### config.mk
export PLATFORM = sky130hd
export DESIGN_NAME = tprb_bank
export DESIGN_NICKNAME = d
export VERILOG_FILES = /design/src/tprb_pkg.sv /design/src/tprb_bank.sv
export VERILOG_INCLUDE_DIRS = /design/src
export SDC_FILE = /design/constraint.sdc
export NUM_CORES = 1
export LEC_CHECK = 0
export BUFFER_PORTS_ARGS = -buffer_cell sky130_fd_sc_hd__buf_4
export CORE_MARGIN = 8
export CORE_UTILIZATION = 35
export DETAILED_ROUTE_END_ITERATION = 10
export PLACE_DENSITY_LB_ADDON = 0.08
export SKIP_LAST_GASP = 1
export SYNTH_ARGS = -nofsm -noshare
export SYNTH_HDL_FRONTEND = slang
export SYNTH_SLANG_ARGS = --single-unit
### constraint.sdc
create_clock -name core_clk_i -period 3.15 [get_ports core_clk_i]
set_input_delay 0.63 -clock core_clk_i [delete_from_list [all_inputs] [get_ports core_clk_i]]
set_output_delay 0.63 -clock core_clk_i [all_outputs]
set_load 0.05 [all_outputs]
### src/tprb_map.svh
//////////////////////////////////////////////////////////////////////////////
// Function
// state 00 start 01 wait 02 normal 06 error 07 fatal 08 test 99 boot
// wait-for-start state holds until a start command arrives
// normal state shown whenever no parameter error, weight errors ignored
// local set-up state refuses entry to remote set-up or restore
// remote set-up or restore states refuse entry to local set-up
// fatal error state is terminal, no exit except reset
// error found during start-up enters error state 06
// instrument error register holds code 000..099, zero meaning no error
// status bit 0 is lsb, one is true, unassigned bits read zero
// status one bit 1 set when weight does not fit 16 bits
// status one bit 13 set when weight exceeds six digits
// status read in float area returns bit value encoded as float
// status two bits 0,1 relays; bits 7,8 digital inputs
// status two bit 4 power failure, cleared after function 03 read
// status two bit 6 fixed analogue mode, bit 11 voltage output
// status two bits 9,10 set while value above level one, two
// master trusts weight only when error register reads 00
// analogue output readback shows output rounded to two decimals
// command register reads zero; only non-zero write acts
// command 8 zeroes, command 16 starts only in wait state
// refused command gives exception; codes 03,07 store command error
// levels and fixed value writable, reloaded from set-up at start-up
// fixed value drives analogue output only in fixed mode
// registers 16 bits, read function 03, written by 06 or 16
// rejected command changes nothing but the command error register
//////////////////////////////////////////////////////////////////////////////
`ifndef TPRB_MAP_SVH
`define TPRB_MAP_SVH

// register numbers, offset from 40000
`define TPRB_REG_CMD_ERR 16'h0007
`define TPRB_REG_STATE 16'h0008
`define TPRB_REG_IERR 16'h0009
`define TPRB_REG_STAT1 16'h000A
`define TPRB_REG_STAT2 16'h000B
`define TPRB_REG_WEIGHT 16'h000C
`define TPRB_REG_AOUT 16'h0018
`define TPRB_REG_INPUT 16'h001B
`define TPRB_REG_CMD 16'h001E
`define TPRB_REG_LEVEL1 16'h001F
`define TPRB_REG_LEVEL2 16'h0022
`define TPRB_REG_FIXED 16'h0025
`define TPRB_REG_F_STAT1 16'h00D8
`define TPRB_REG_F_STAT2 16'h00DA

// bus functions
`define TPRB_FN_READ 8'h03
`define TPRB_FN_WRITE1 8'h06
`define TPRB_FN_WRITEN 8'h10

// exception codes
`define TPRB_EXC_NONE 8'h00
`define TPRB_EXC_FUNC 8'h01
`define TPRB_EXC_ADDR 8'h02
`define TPRB_EXC_VALUE 8'h03
`define TPRB_EXC_NAK 8'h07

// commands and command error codes
`define TPRB_CMD_ZERO 16'h0008
`define TPRB_CMD_START 16'h0010
`define TPRB_CERR_NONE 16'h0000
`define TPRB_CERR_BAD_CMD 16'h0064
`define TPRB_CERR_BAD_STATE 16'h0065

// status bit positions
`define TPRB_S1_INT_OVF 1
`define TPRB_S1_PREC 13
`define TPRB_S2_RELAY1 0
`define TPRB_S2_RELAY2 1
`define TPRB_S2_PWR_FAIL 4
`define TPRB_S2_FIXED 6
`define TPRB_S2_DIN1 7
`define TPRB_S2_DIN2 8
`define TPRB_S2_ABOVE1 9
`define TPRB_S2_ABOVE2 10
`define TPRB_S2_VOLT 11

// limits and reset values
`define TPRB_IERR_MAX 16'h0063
`define TPRB_SIX_DIGIT_MAX 32'h000F423F
`define TPRB_RESET_WORD 16'h0000

`endif

### src/tprb_pkg.sv
package tprb_pkg;

    typedef enum logic [6:0] {
        TPRB_ST_STARTUP = 7'h00,
        TPRB_ST_WAIT = 7'h01,
        TPRB_ST_NORMAL = 7'h02,
        TPRB_ST_LOCAL = 7'h03,
        TPRB_ST_REMOTE_SETUP = 7'h04,
        TPRB_ST_REMOTE_RESTORE = 7'h05,
        TPRB_ST_ERROR = 7'h06,
        TPRB_ST_FATAL = 7'h07,
        TPRB_ST_TEST = 7'h08,
        TPRB_ST_BOOT = 7'h63
    } tprb_state_t;

    typedef struct packed {
        logic [7:0] func;
        logic [15:0] addr;
        logic [15:0] wdata;
    } tprb_req_t;

    typedef struct packed {
        logic [7:0] exc;
        logic [15:0] rdata;
    } tprb_resp_t;

    typedef struct packed {
        logic startup_done;
        logic startup_err;
        logic startup_fatal;
        logic need_start;
        logic param_err;
        logic local_enter;
        logic local_exit;
        logic remote_setup_enter;
        logic remote_restore_enter;
        logic remote_exit;
        logic test_enter;
        logic boot_enter;
    } tprb_events_t;

endpackage
### src/tprb_bank.sv
`timescale 1ns/10ps
`include "tprb_map.svh"

module tprb_bank (
    input wire logic core_clk_i,
    input wire logic nrst_i,
    input wire logic req_valid_i,
    input wire tprb_pkg::tprb_req_t req_i,
    output logic resp_valid_o,
    output tprb_pkg::tprb_resp_t resp_o,
    input wire tprb_pkg::tprb_events_t events_i,
    input wire logic [15:0] err_code_i,
    input wire logic [31:0] weight_i,
    input wire logic [15:0] weight_decimals_i,
    input wire logic [15:0] aout_value_i,
    input wire logic [15:0] bridge_input_i,
    input wire logic level_on_bridge_i,
    input wire logic relay1_i,
    input wire logic relay2_i,
    input wire logic din1_i,
    input wire logic din2_i,
    input wire logic pwr_fail_i,
    input wire logic aout_fixed_mode_i,
    input wire logic aout_voltage_i,
    input wire logic [15:0] saved_level1_i,
    input wire logic [15:0] saved_level2_i,
    input wire logic [15:0] saved_fixed_i,
    input wire logic [15:0] aout_live_i,
    output logic [15:0] aout_drive_o,
    output logic zero_pulse_o,
    output logic [6:0] state_o
);

    //////////////////////////////////////////////////////////////////////////
    // helpers

    // exact for any 16-bit unsigned value, so no rounding is needed
    function automatic logic [31:0] u16_to_float(input logic [15:0] v);
        logic [4:0] p;
        logic [15:0] sh;
        logic [31:0] r;
        p = 5'h00;
        r = 32'h00000000;
        for (int i = 0; i < 16; i++) begin
            if (v[i]) begin
                p = i[4:0];
            end
        end
        sh = v << (5'h0F - p);
        if (v != 16'h0000) begin
            r = {1'b0, 8'h7F + {3'h0, p}, sh[14:0], 8'h00};
        end
        return r;
    endfunction

    function automatic logic above(input logic [15:0] val,
                                   input logic [15:0] lvl);
        return $signed(val) > $signed(lvl);
    endfunction

    //////////////////////////////////////////////////////////////////////////
    // state

    tprb_pkg::tprb_state_t state_reg, state_next;
    logic [15:0] ierr_reg, ierr_next;
    logic [15:0] cmd_err_reg, cmd_err_next;
    logic [15:0] level1_reg, level1_next;
    logic [15:0] level2_reg, level2_next;
    logic [15:0] fixed_reg, fixed_next;
    logic pwr_fail_reg, pwr_fail_next;
    logic resp_valid_reg, resp_valid_next;
    tprb_pkg::tprb_resp_t resp_reg, resp_next;
    logic zero_reg, zero_next;
    logic [15:0] aout_drive_reg, aout_drive_next;

    logic [15:0] stat1_w, stat2_w, meas_w;
    logic [31:0] weight_abs_w;
    logic start_ok_w;

    //////////////////////////////////////////////////////////////////////////
    // status words

    always_comb begin
        meas_w = level_on_bridge_i ? bridge_input_i : weight_i[15:0];
        weight_abs_w = weight_i[31] ? (32'h00000000 - weight_i) : weight_i;
        stat1_w = 16'h0000;
        stat1_w[`TPRB_S1_INT_OVF] =
            (weight_i[31:15] != 17'h00000) &&
            (weight_i[31:15] != 17'h1FFFF);
        stat1_w[`TPRB_S1_PREC] = weight_abs_w > `TPRB_SIX_DIGIT_MAX;
        stat2_w = 16'h0000;
        stat2_w[`TPRB_S2_RELAY1] = relay1_i;
        stat2_w[`TPRB_S2_RELAY2] = relay2_i;
        stat2_w[`TPRB_S2_PWR_FAIL] = pwr_fail_reg;
        stat2_w[`TPRB_S2_FIXED] = aout_fixed_mode_i;
        stat2_w[`TPRB_S2_DIN1] = din1_i;
        stat2_w[`TPRB_S2_DIN2] = din2_i;
        stat2_w[`TPRB_S2_ABOVE1] = above(meas_w, level1_reg);
        stat2_w[`TPRB_S2_ABOVE2] = above(meas_w, level2_reg);
        stat2_w[`TPRB_S2_VOLT] = aout_voltage_i;
    end

    //////////////////////////////////////////////////////////////////////////
    // register access, command handling and instrument state

    always_comb begin
        logic [31:0] f;
        logic is_write;
        logic read_clear;
        f = 32'h00000000;
        read_clear = 1'b0;
        state_next = state_reg;
        ierr_next = (err_code_i > `TPRB_IERR_MAX) ?
            `TPRB_IERR_MAX : err_code_i;
        cmd_err_next = cmd_err_reg;
        level1_next = level1_reg;
        level2_next = level2_reg;
        fixed_next = fixed_reg;
        zero_next = 1'b0;
        resp_valid_next = req_valid_i;
        resp_next.exc = `TPRB_EXC_NONE;
        resp_next.rdata = `TPRB_RESET_WORD;
        start_ok_w = state_reg == tprb_pkg::TPRB_ST_WAIT;
        is_write = (req_i.func == `TPRB_FN_WRITE1) ||
                   (req_i.func == `TPRB_FN_WRITEN);

        // state moves driven by the instrument itself
        case (state_reg)
            tprb_pkg::TPRB_ST_STARTUP: begin
                level1_next = saved_level1_i;
                level2_next = saved_level2_i;
                fixed_next = saved_fixed_i;
                if (events_i.startup_fatal) begin
                    state_next = tprb_pkg::TPRB_ST_FATAL;
                end else if (events_i.startup_err) begin
                    state_next = tprb_pkg::TPRB_ST_ERROR;
                end else if (events_i.startup_done) begin
                    state_next = events_i.need_start ?
                        tprb_pkg::TPRB_ST_WAIT :
                        tprb_pkg::TPRB_ST_NORMAL;
                end
            end
            tprb_pkg::TPRB_ST_WAIT: begin
                state_next = tprb_pkg::TPRB_ST_WAIT;
            end
            tprb_pkg::TPRB_ST_NORMAL: begin
                // weight errors do not leave normal
                if (events_i.param_err) begin
                    state_next = tprb_pkg::TPRB_ST_ERROR;
                end else if (events_i.local_enter) begin
                    state_next = tprb_pkg::TPRB_ST_LOCAL;
                end else if (events_i.remote_setup_enter) begin
                    state_next = tprb_pkg::TPRB_ST_REMOTE_SETUP;
                end else if (events_i.remote_restore_enter) begin
                    state_next = tprb_pkg::TPRB_ST_REMOTE_RESTORE;
                end else if (events_i.test_enter) begin
                    state_next = tprb_pkg::TPRB_ST_TEST;
                end else if (events_i.boot_enter) begin
                    state_next = tprb_pkg::TPRB_ST_BOOT;
                end
            end
            tprb_pkg::TPRB_ST_LOCAL: begin
                // remote entry requests ignored here
                if (events_i.local_exit) begin
                    state_next = tprb_pkg::TPRB_ST_NORMAL;
                end
            end
            tprb_pkg::TPRB_ST_REMOTE_SETUP,
            tprb_pkg::TPRB_ST_REMOTE_RESTORE: begin
                // local entry requests ignored here
                if (events_i.remote_exit) begin
                    state_next = tprb_pkg::TPRB_ST_NORMAL;
                end
            end
            tprb_pkg::TPRB_ST_FATAL: begin
                state_next = tprb_pkg::TPRB_ST_FATAL;
            end
            tprb_pkg::TPRB_ST_ERROR,
            tprb_pkg::TPRB_ST_TEST,
            tprb_pkg::TPRB_ST_BOOT: begin
                state_next = state_reg;
            end
            default: begin
                state_next = tprb_pkg::TPRB_ST_STARTUP;
            end
        endcase

        if (req_valid_i) begin
            if (req_i.func == `TPRB_FN_READ) begin
                case (req_i.addr)
                    `TPRB_REG_CMD_ERR: resp_next.rdata = cmd_err_reg;
                    `TPRB_REG_STATE:
                        resp_next.rdata = {9'h000, state_reg};
                    `TPRB_REG_IERR: resp_next.rdata = ierr_reg;
                    `TPRB_REG_STAT1: resp_next.rdata = stat1_w;
                    `TPRB_REG_STAT2: begin
                        resp_next.rdata = stat2_w;
                        read_clear = 1'b1;
                    end
                    `TPRB_REG_WEIGHT: resp_next.rdata = weight_i[31:16];
                    `TPRB_REG_WEIGHT + 16'h0001:
                        resp_next.rdata = weight_i[15:0];
                    `TPRB_REG_WEIGHT + 16'h0002:
                        resp_next.rdata = weight_decimals_i;
                    `TPRB_REG_AOUT: resp_next.rdata = aout_value_i;
                    `TPRB_REG_INPUT: resp_next.rdata = bridge_input_i;
                    `TPRB_REG_CMD:
                        resp_next.rdata = `TPRB_RESET_WORD;
                    `TPRB_REG_LEVEL1: resp_next.rdata = level1_reg;
                    `TPRB_REG_LEVEL2: resp_next.rdata = level2_reg;
                    `TPRB_REG_FIXED: resp_next.rdata = fixed_reg;
                    `TPRB_REG_F_STAT1: begin
                        f = u16_to_float(stat1_w);
                        resp_next.rdata = f[31:16];
                    end
                    `TPRB_REG_F_STAT1 + 16'h0001: begin
                        f = u16_to_float(stat1_w);
                        resp_next.rdata = f[15:0];
                    end
                    `TPRB_REG_F_STAT2: begin
                        f = u16_to_float(stat2_w);
                        resp_next.rdata = f[31:16];
                        read_clear = 1'b1;
                    end
                    `TPRB_REG_F_STAT2 + 16'h0001: begin
                        f = u16_to_float(stat2_w);
                        resp_next.rdata = f[15:0];
                    end
                    default: resp_next.exc = `TPRB_EXC_ADDR;
                endcase
            end else if (is_write) begin
                case (req_i.addr)
                    `TPRB_REG_LEVEL1: level1_next = req_i.wdata;
                    `TPRB_REG_LEVEL2: level2_next = req_i.wdata;
                    `TPRB_REG_FIXED: fixed_next = req_i.wdata;
                    `TPRB_REG_CMD: begin
                        // zero command pulses the zero output and clears the command error
                        if (req_i.wdata == `TPRB_CMD_ZERO) begin
                            zero_next = 1'b1;
                            cmd_err_next = `TPRB_CERR_NONE;
                        end else if (req_i.wdata == `TPRB_CMD_START) begin
                            if (start_ok_w) begin
                                state_next = tprb_pkg::TPRB_ST_NORMAL;
                                cmd_err_next = `TPRB_CERR_NONE;
                            end else begin
                                resp_next.exc = `TPRB_EXC_NAK;
                                cmd_err_next = `TPRB_CERR_BAD_STATE;
                            end
                        end else if (req_i.wdata != 16'h0000) begin
                            resp_next.exc = `TPRB_EXC_VALUE;
                            cmd_err_next = `TPRB_CERR_BAD_CMD;
                        end
                    end
                    default: resp_next.exc = `TPRB_EXC_ADDR;
                endcase
            end else begin
                resp_next.exc = `TPRB_EXC_FUNC;
            end
        end

        // a new failure in the clearing cycle survives
        pwr_fail_next = pwr_fail_i | (pwr_fail_reg & ~read_clear);

        aout_drive_next = aout_fixed_mode_i ? fixed_reg : aout_live_i;
    end

    always_ff @(posedge core_clk_i or negedge nrst_i) begin
        if (!nrst_i) begin
            state_reg <= tprb_pkg::TPRB_ST_STARTUP;
            ierr_reg <= `TPRB_RESET_WORD;
            cmd_err_reg <= `TPRB_CERR_NONE;
            level1_reg <= `TPRB_RESET_WORD;
            level2_reg <= `TPRB_RESET_WORD;
            fixed_reg <= `TPRB_RESET_WORD;
            pwr_fail_reg <= 1'b0;
            resp_valid_reg <= 1'b0;
            resp_reg <= '0;
            zero_reg <= 1'b0;
            aout_drive_reg <= `TPRB_RESET_WORD;
        end else begin
            state_reg <= state_next;
            ierr_reg <= ierr_next;
            cmd_err_reg <= cmd_err_next;
            level1_reg <= level1_next;
            level2_reg <= level2_next;
            fixed_reg <= fixed_next;
            pwr_fail_reg <= pwr_fail_next;
            resp_valid_reg <= resp_valid_next;
            resp_reg <= resp_next;
            zero_reg <= zero_next;
            aout_drive_reg <= aout_drive_next;
        end
    end

    //////////////////////////////////////////////////////////////////////////
    // outputs

    assign resp_valid_o = resp_valid_reg;
    assign resp_o = resp_reg;
    assign zero_pulse_o = zero_reg;
    assign state_o = state_reg;
    assign aout_drive_o = aout_drive_reg;

endmodule

==> metrics.txt <==
H-tree Lvls 3; Pwr Total 7310 uW; Routability Congestion 0.995; library cells used by synthesis 77; Vias/cell 5.75; initial antenna violation count 0; cell row count 56; met3 wire len 4010 microns; CTS Buf Count 9; peak supply drop 0.527 mV; slew at the pin closest to its max-slew limit 775 ps; Peak Freq 308 MHz; core box area 23500 sq um; critical path class input port to flop; post-layout util 54.3%; Mapped Cells 983; Placed Area 12100 sq um; layout cells sized above 1 41.0%; number of port buffers 266; Tmin final 3240 ps; RSZ-0062 raised after global routing true; most frequent cells in the layout buf_4 (420), dfrtp_1 (111), nor2_1 (93); DPL Wire Length 35000 microns; final hold vios 0; Root Buffer clkbuf_16; EDFF count, synth 0; status finished, violations left; WL/cell 25.2 microns; register area share after synthesis 33.0%; Reg2Reg Setup Slack 180 ps; Syn Area/Cell 8.56 sq um; endpoints failing setup 8; Initial Util 35.7%; Main synth FF type dfrtp_1; critical-path maximum fanout 7; clk_skew 15.0 ps; CP Capture Type flop; post-route cell area 12800 sq um; Final Max Tran Viols 0; top sig layer met4; clock latency reported for the late side of the worst-skew pair 370 ps; clk sinks 111; Post-synth ARST share 100%; met2 WL 19600 microns; first-pass GRT wire length 62300 microns; first-iteration detailed-routing DRC count 1155; #FFs+latches synth 111; Pwr Density 572 nW/um^2; fin nets 1641; Die Wd 171 microns; Slew HR 48.3%; failing checks setup timing; post-route met1 wirelength 18200 microns; commonest non-fill, non-tap cell in the layout buf_4; Final WS setup -93.2 ps; synthesized area 8420 sq um; total track usage 28.7%; Layout area overhead 51.9%; Pre-antenna DRT Iters 7; vias 9807; CTS Buffer Depth 2; Crit path required time 3440 ps; CTS hold repair buffers 0; Critical Path AT 3530 ps; Ys Warns 0; DRC Markers 0; Static Leak 0.00565 uW; startpoint types input port; Clk pin slew, worst setup/hold paths 80 ps; ant diodes 0; Die Span Y 171 microns; full die area 29300 sq um; drt total wl 43000 microns; total of max-cap violations 0; ANT nets after route 0; final worst-path cycle share 103%; total gr overflow 0; FILL cells 2255; worst hold path type input port to async pin; vias in the first global route 9727; max reg flops 19; I/O pin count 272; CTS tree yes; cells on worst reg2reg path 14; largest net degree at the start of global routing 59
-- per-stage QoR --
stage          setup WS [ps]  instances  hold WS (ps)  TNS [ps]
3_5_place_dp            -737       1679           573    -10120
5_1_grt                 -147       1706           295     -1110
4_1_cts                -12.1       1697           260     -12.1
2_1_floorplan           -277        997           334     -1980
3_3_place_gp            -736       1679           549     -9810
6_report               -93.2       1706           254      -280
-- worst paths after layout --
check / from / endpoint
setup / recovery: level_on_bridge_i / resp_o[10]$_DFF_PN0_
hold / removal: nrst_i / aout_drive_o[12]$_DFF_PN0_
min in group core_clk_i: req_valid_i / resp_valid_o$_DFF_PN0_
setup reg to reg: level2_reg[5]$_DFF_PN0_ / resp_o[10]$_DFF_PN0_
hold reg to reg: fixed_reg[5]$_DFF_PN0_ / aout_drive_o[5]$_DFF_PN0_
max in group asynchronous: nrst_i / fixed_reg[7]$_DFF_PN0_
-- synthesized netlist by cell type, drive strengths merged, types with 7 or more instances --
cell,number,area (sq um)
a22oi,23,173
mux2i,57,571
or4,7,56.3
mux2,30,338
inv,46,173
or3,7,43.8
o21a,8,60.1
a22o,10,87.6
buf,12,77.6
ha,35,438
clkbuf,46,173
nor4,22,193
a21oi,72,364
nor2b,7,43.8
nand3,25,125
nor2,97,372
a222oi,21,210
nand4,25,163
dfrtp,111,2780
a221oi,15,138
and3,9,56.3
nand2,78,293
nor3,33,195
a31oi,16,100
nand2b,10,62.6
o31ai,7,57.6
o21ai,54,270
nor3b,7,57.6
o22ai,8,50.1
-- report_power, final --
part	internal, uW	total [uW]	switching (uW)
clock	629	1230	600
sequential	1830	2320	488
combinational	1760	3760	2010
-- critical path, stage by stage --
cell       delay (ps)
clkbuf_16         150
buf_6             110
mux2_4            320
ha_4              250
nand4_1           110
buf_4             130
nor2_2             40
a221oi_2          230
nand4b_1          210
buf_4             210
a21oi_4           220
buf_6             130
nand3_2           100
nor2_1            150
ha_2              280
o21ai_1           120
o2bb2ai_1         130
-- area by class of cell --
class / instances / area, sq um / area share [%]
sequential: 111 / 2780 / 21.7
tap: 319 / 399 / 3.12
multi-input combinational: 782 / 5760 / 45.1
timing repair buffer: 433 / 3370 / 26.4
clock buffer: 9 / 225 / 1.76
clock inverter: 6 / 75.1 / 0.587
inverter: 46 / 173 / 1.35
-- layer usage --
layer	global-route usage (%)	up-vias
met2	45.0	494
li1	-	4525
met1	38.5	4746
met4	8.70	0
met5	0	-
met3	6.94	42
-- repair_timing --
action | 4_1_cts | 5_1_grt
cloned | 0 | 1
buffers inserted | 3 | 8
pin swaps | 7 | 31
gates resized for setup | 17 | 47
setup endpoints to repair | 16 | 16
-- cells by family (layout without fill, tap and decap cells) --
kind of cell,Yosys count,count (layout),synth area share [%]
and+or+nand+nor,355,355,22.3
DFF,111,111,33.0
xor gates and xnor gates,4,4,0.416
adders and majority gates,35,35,5.20
other,1,15,0.0446
AOI/OAI and AO/OA,286,286,23.2
muxes,87,87,10.8
buffers and inverters,104,494,5.03
Power figures use the tool's default switching activity.
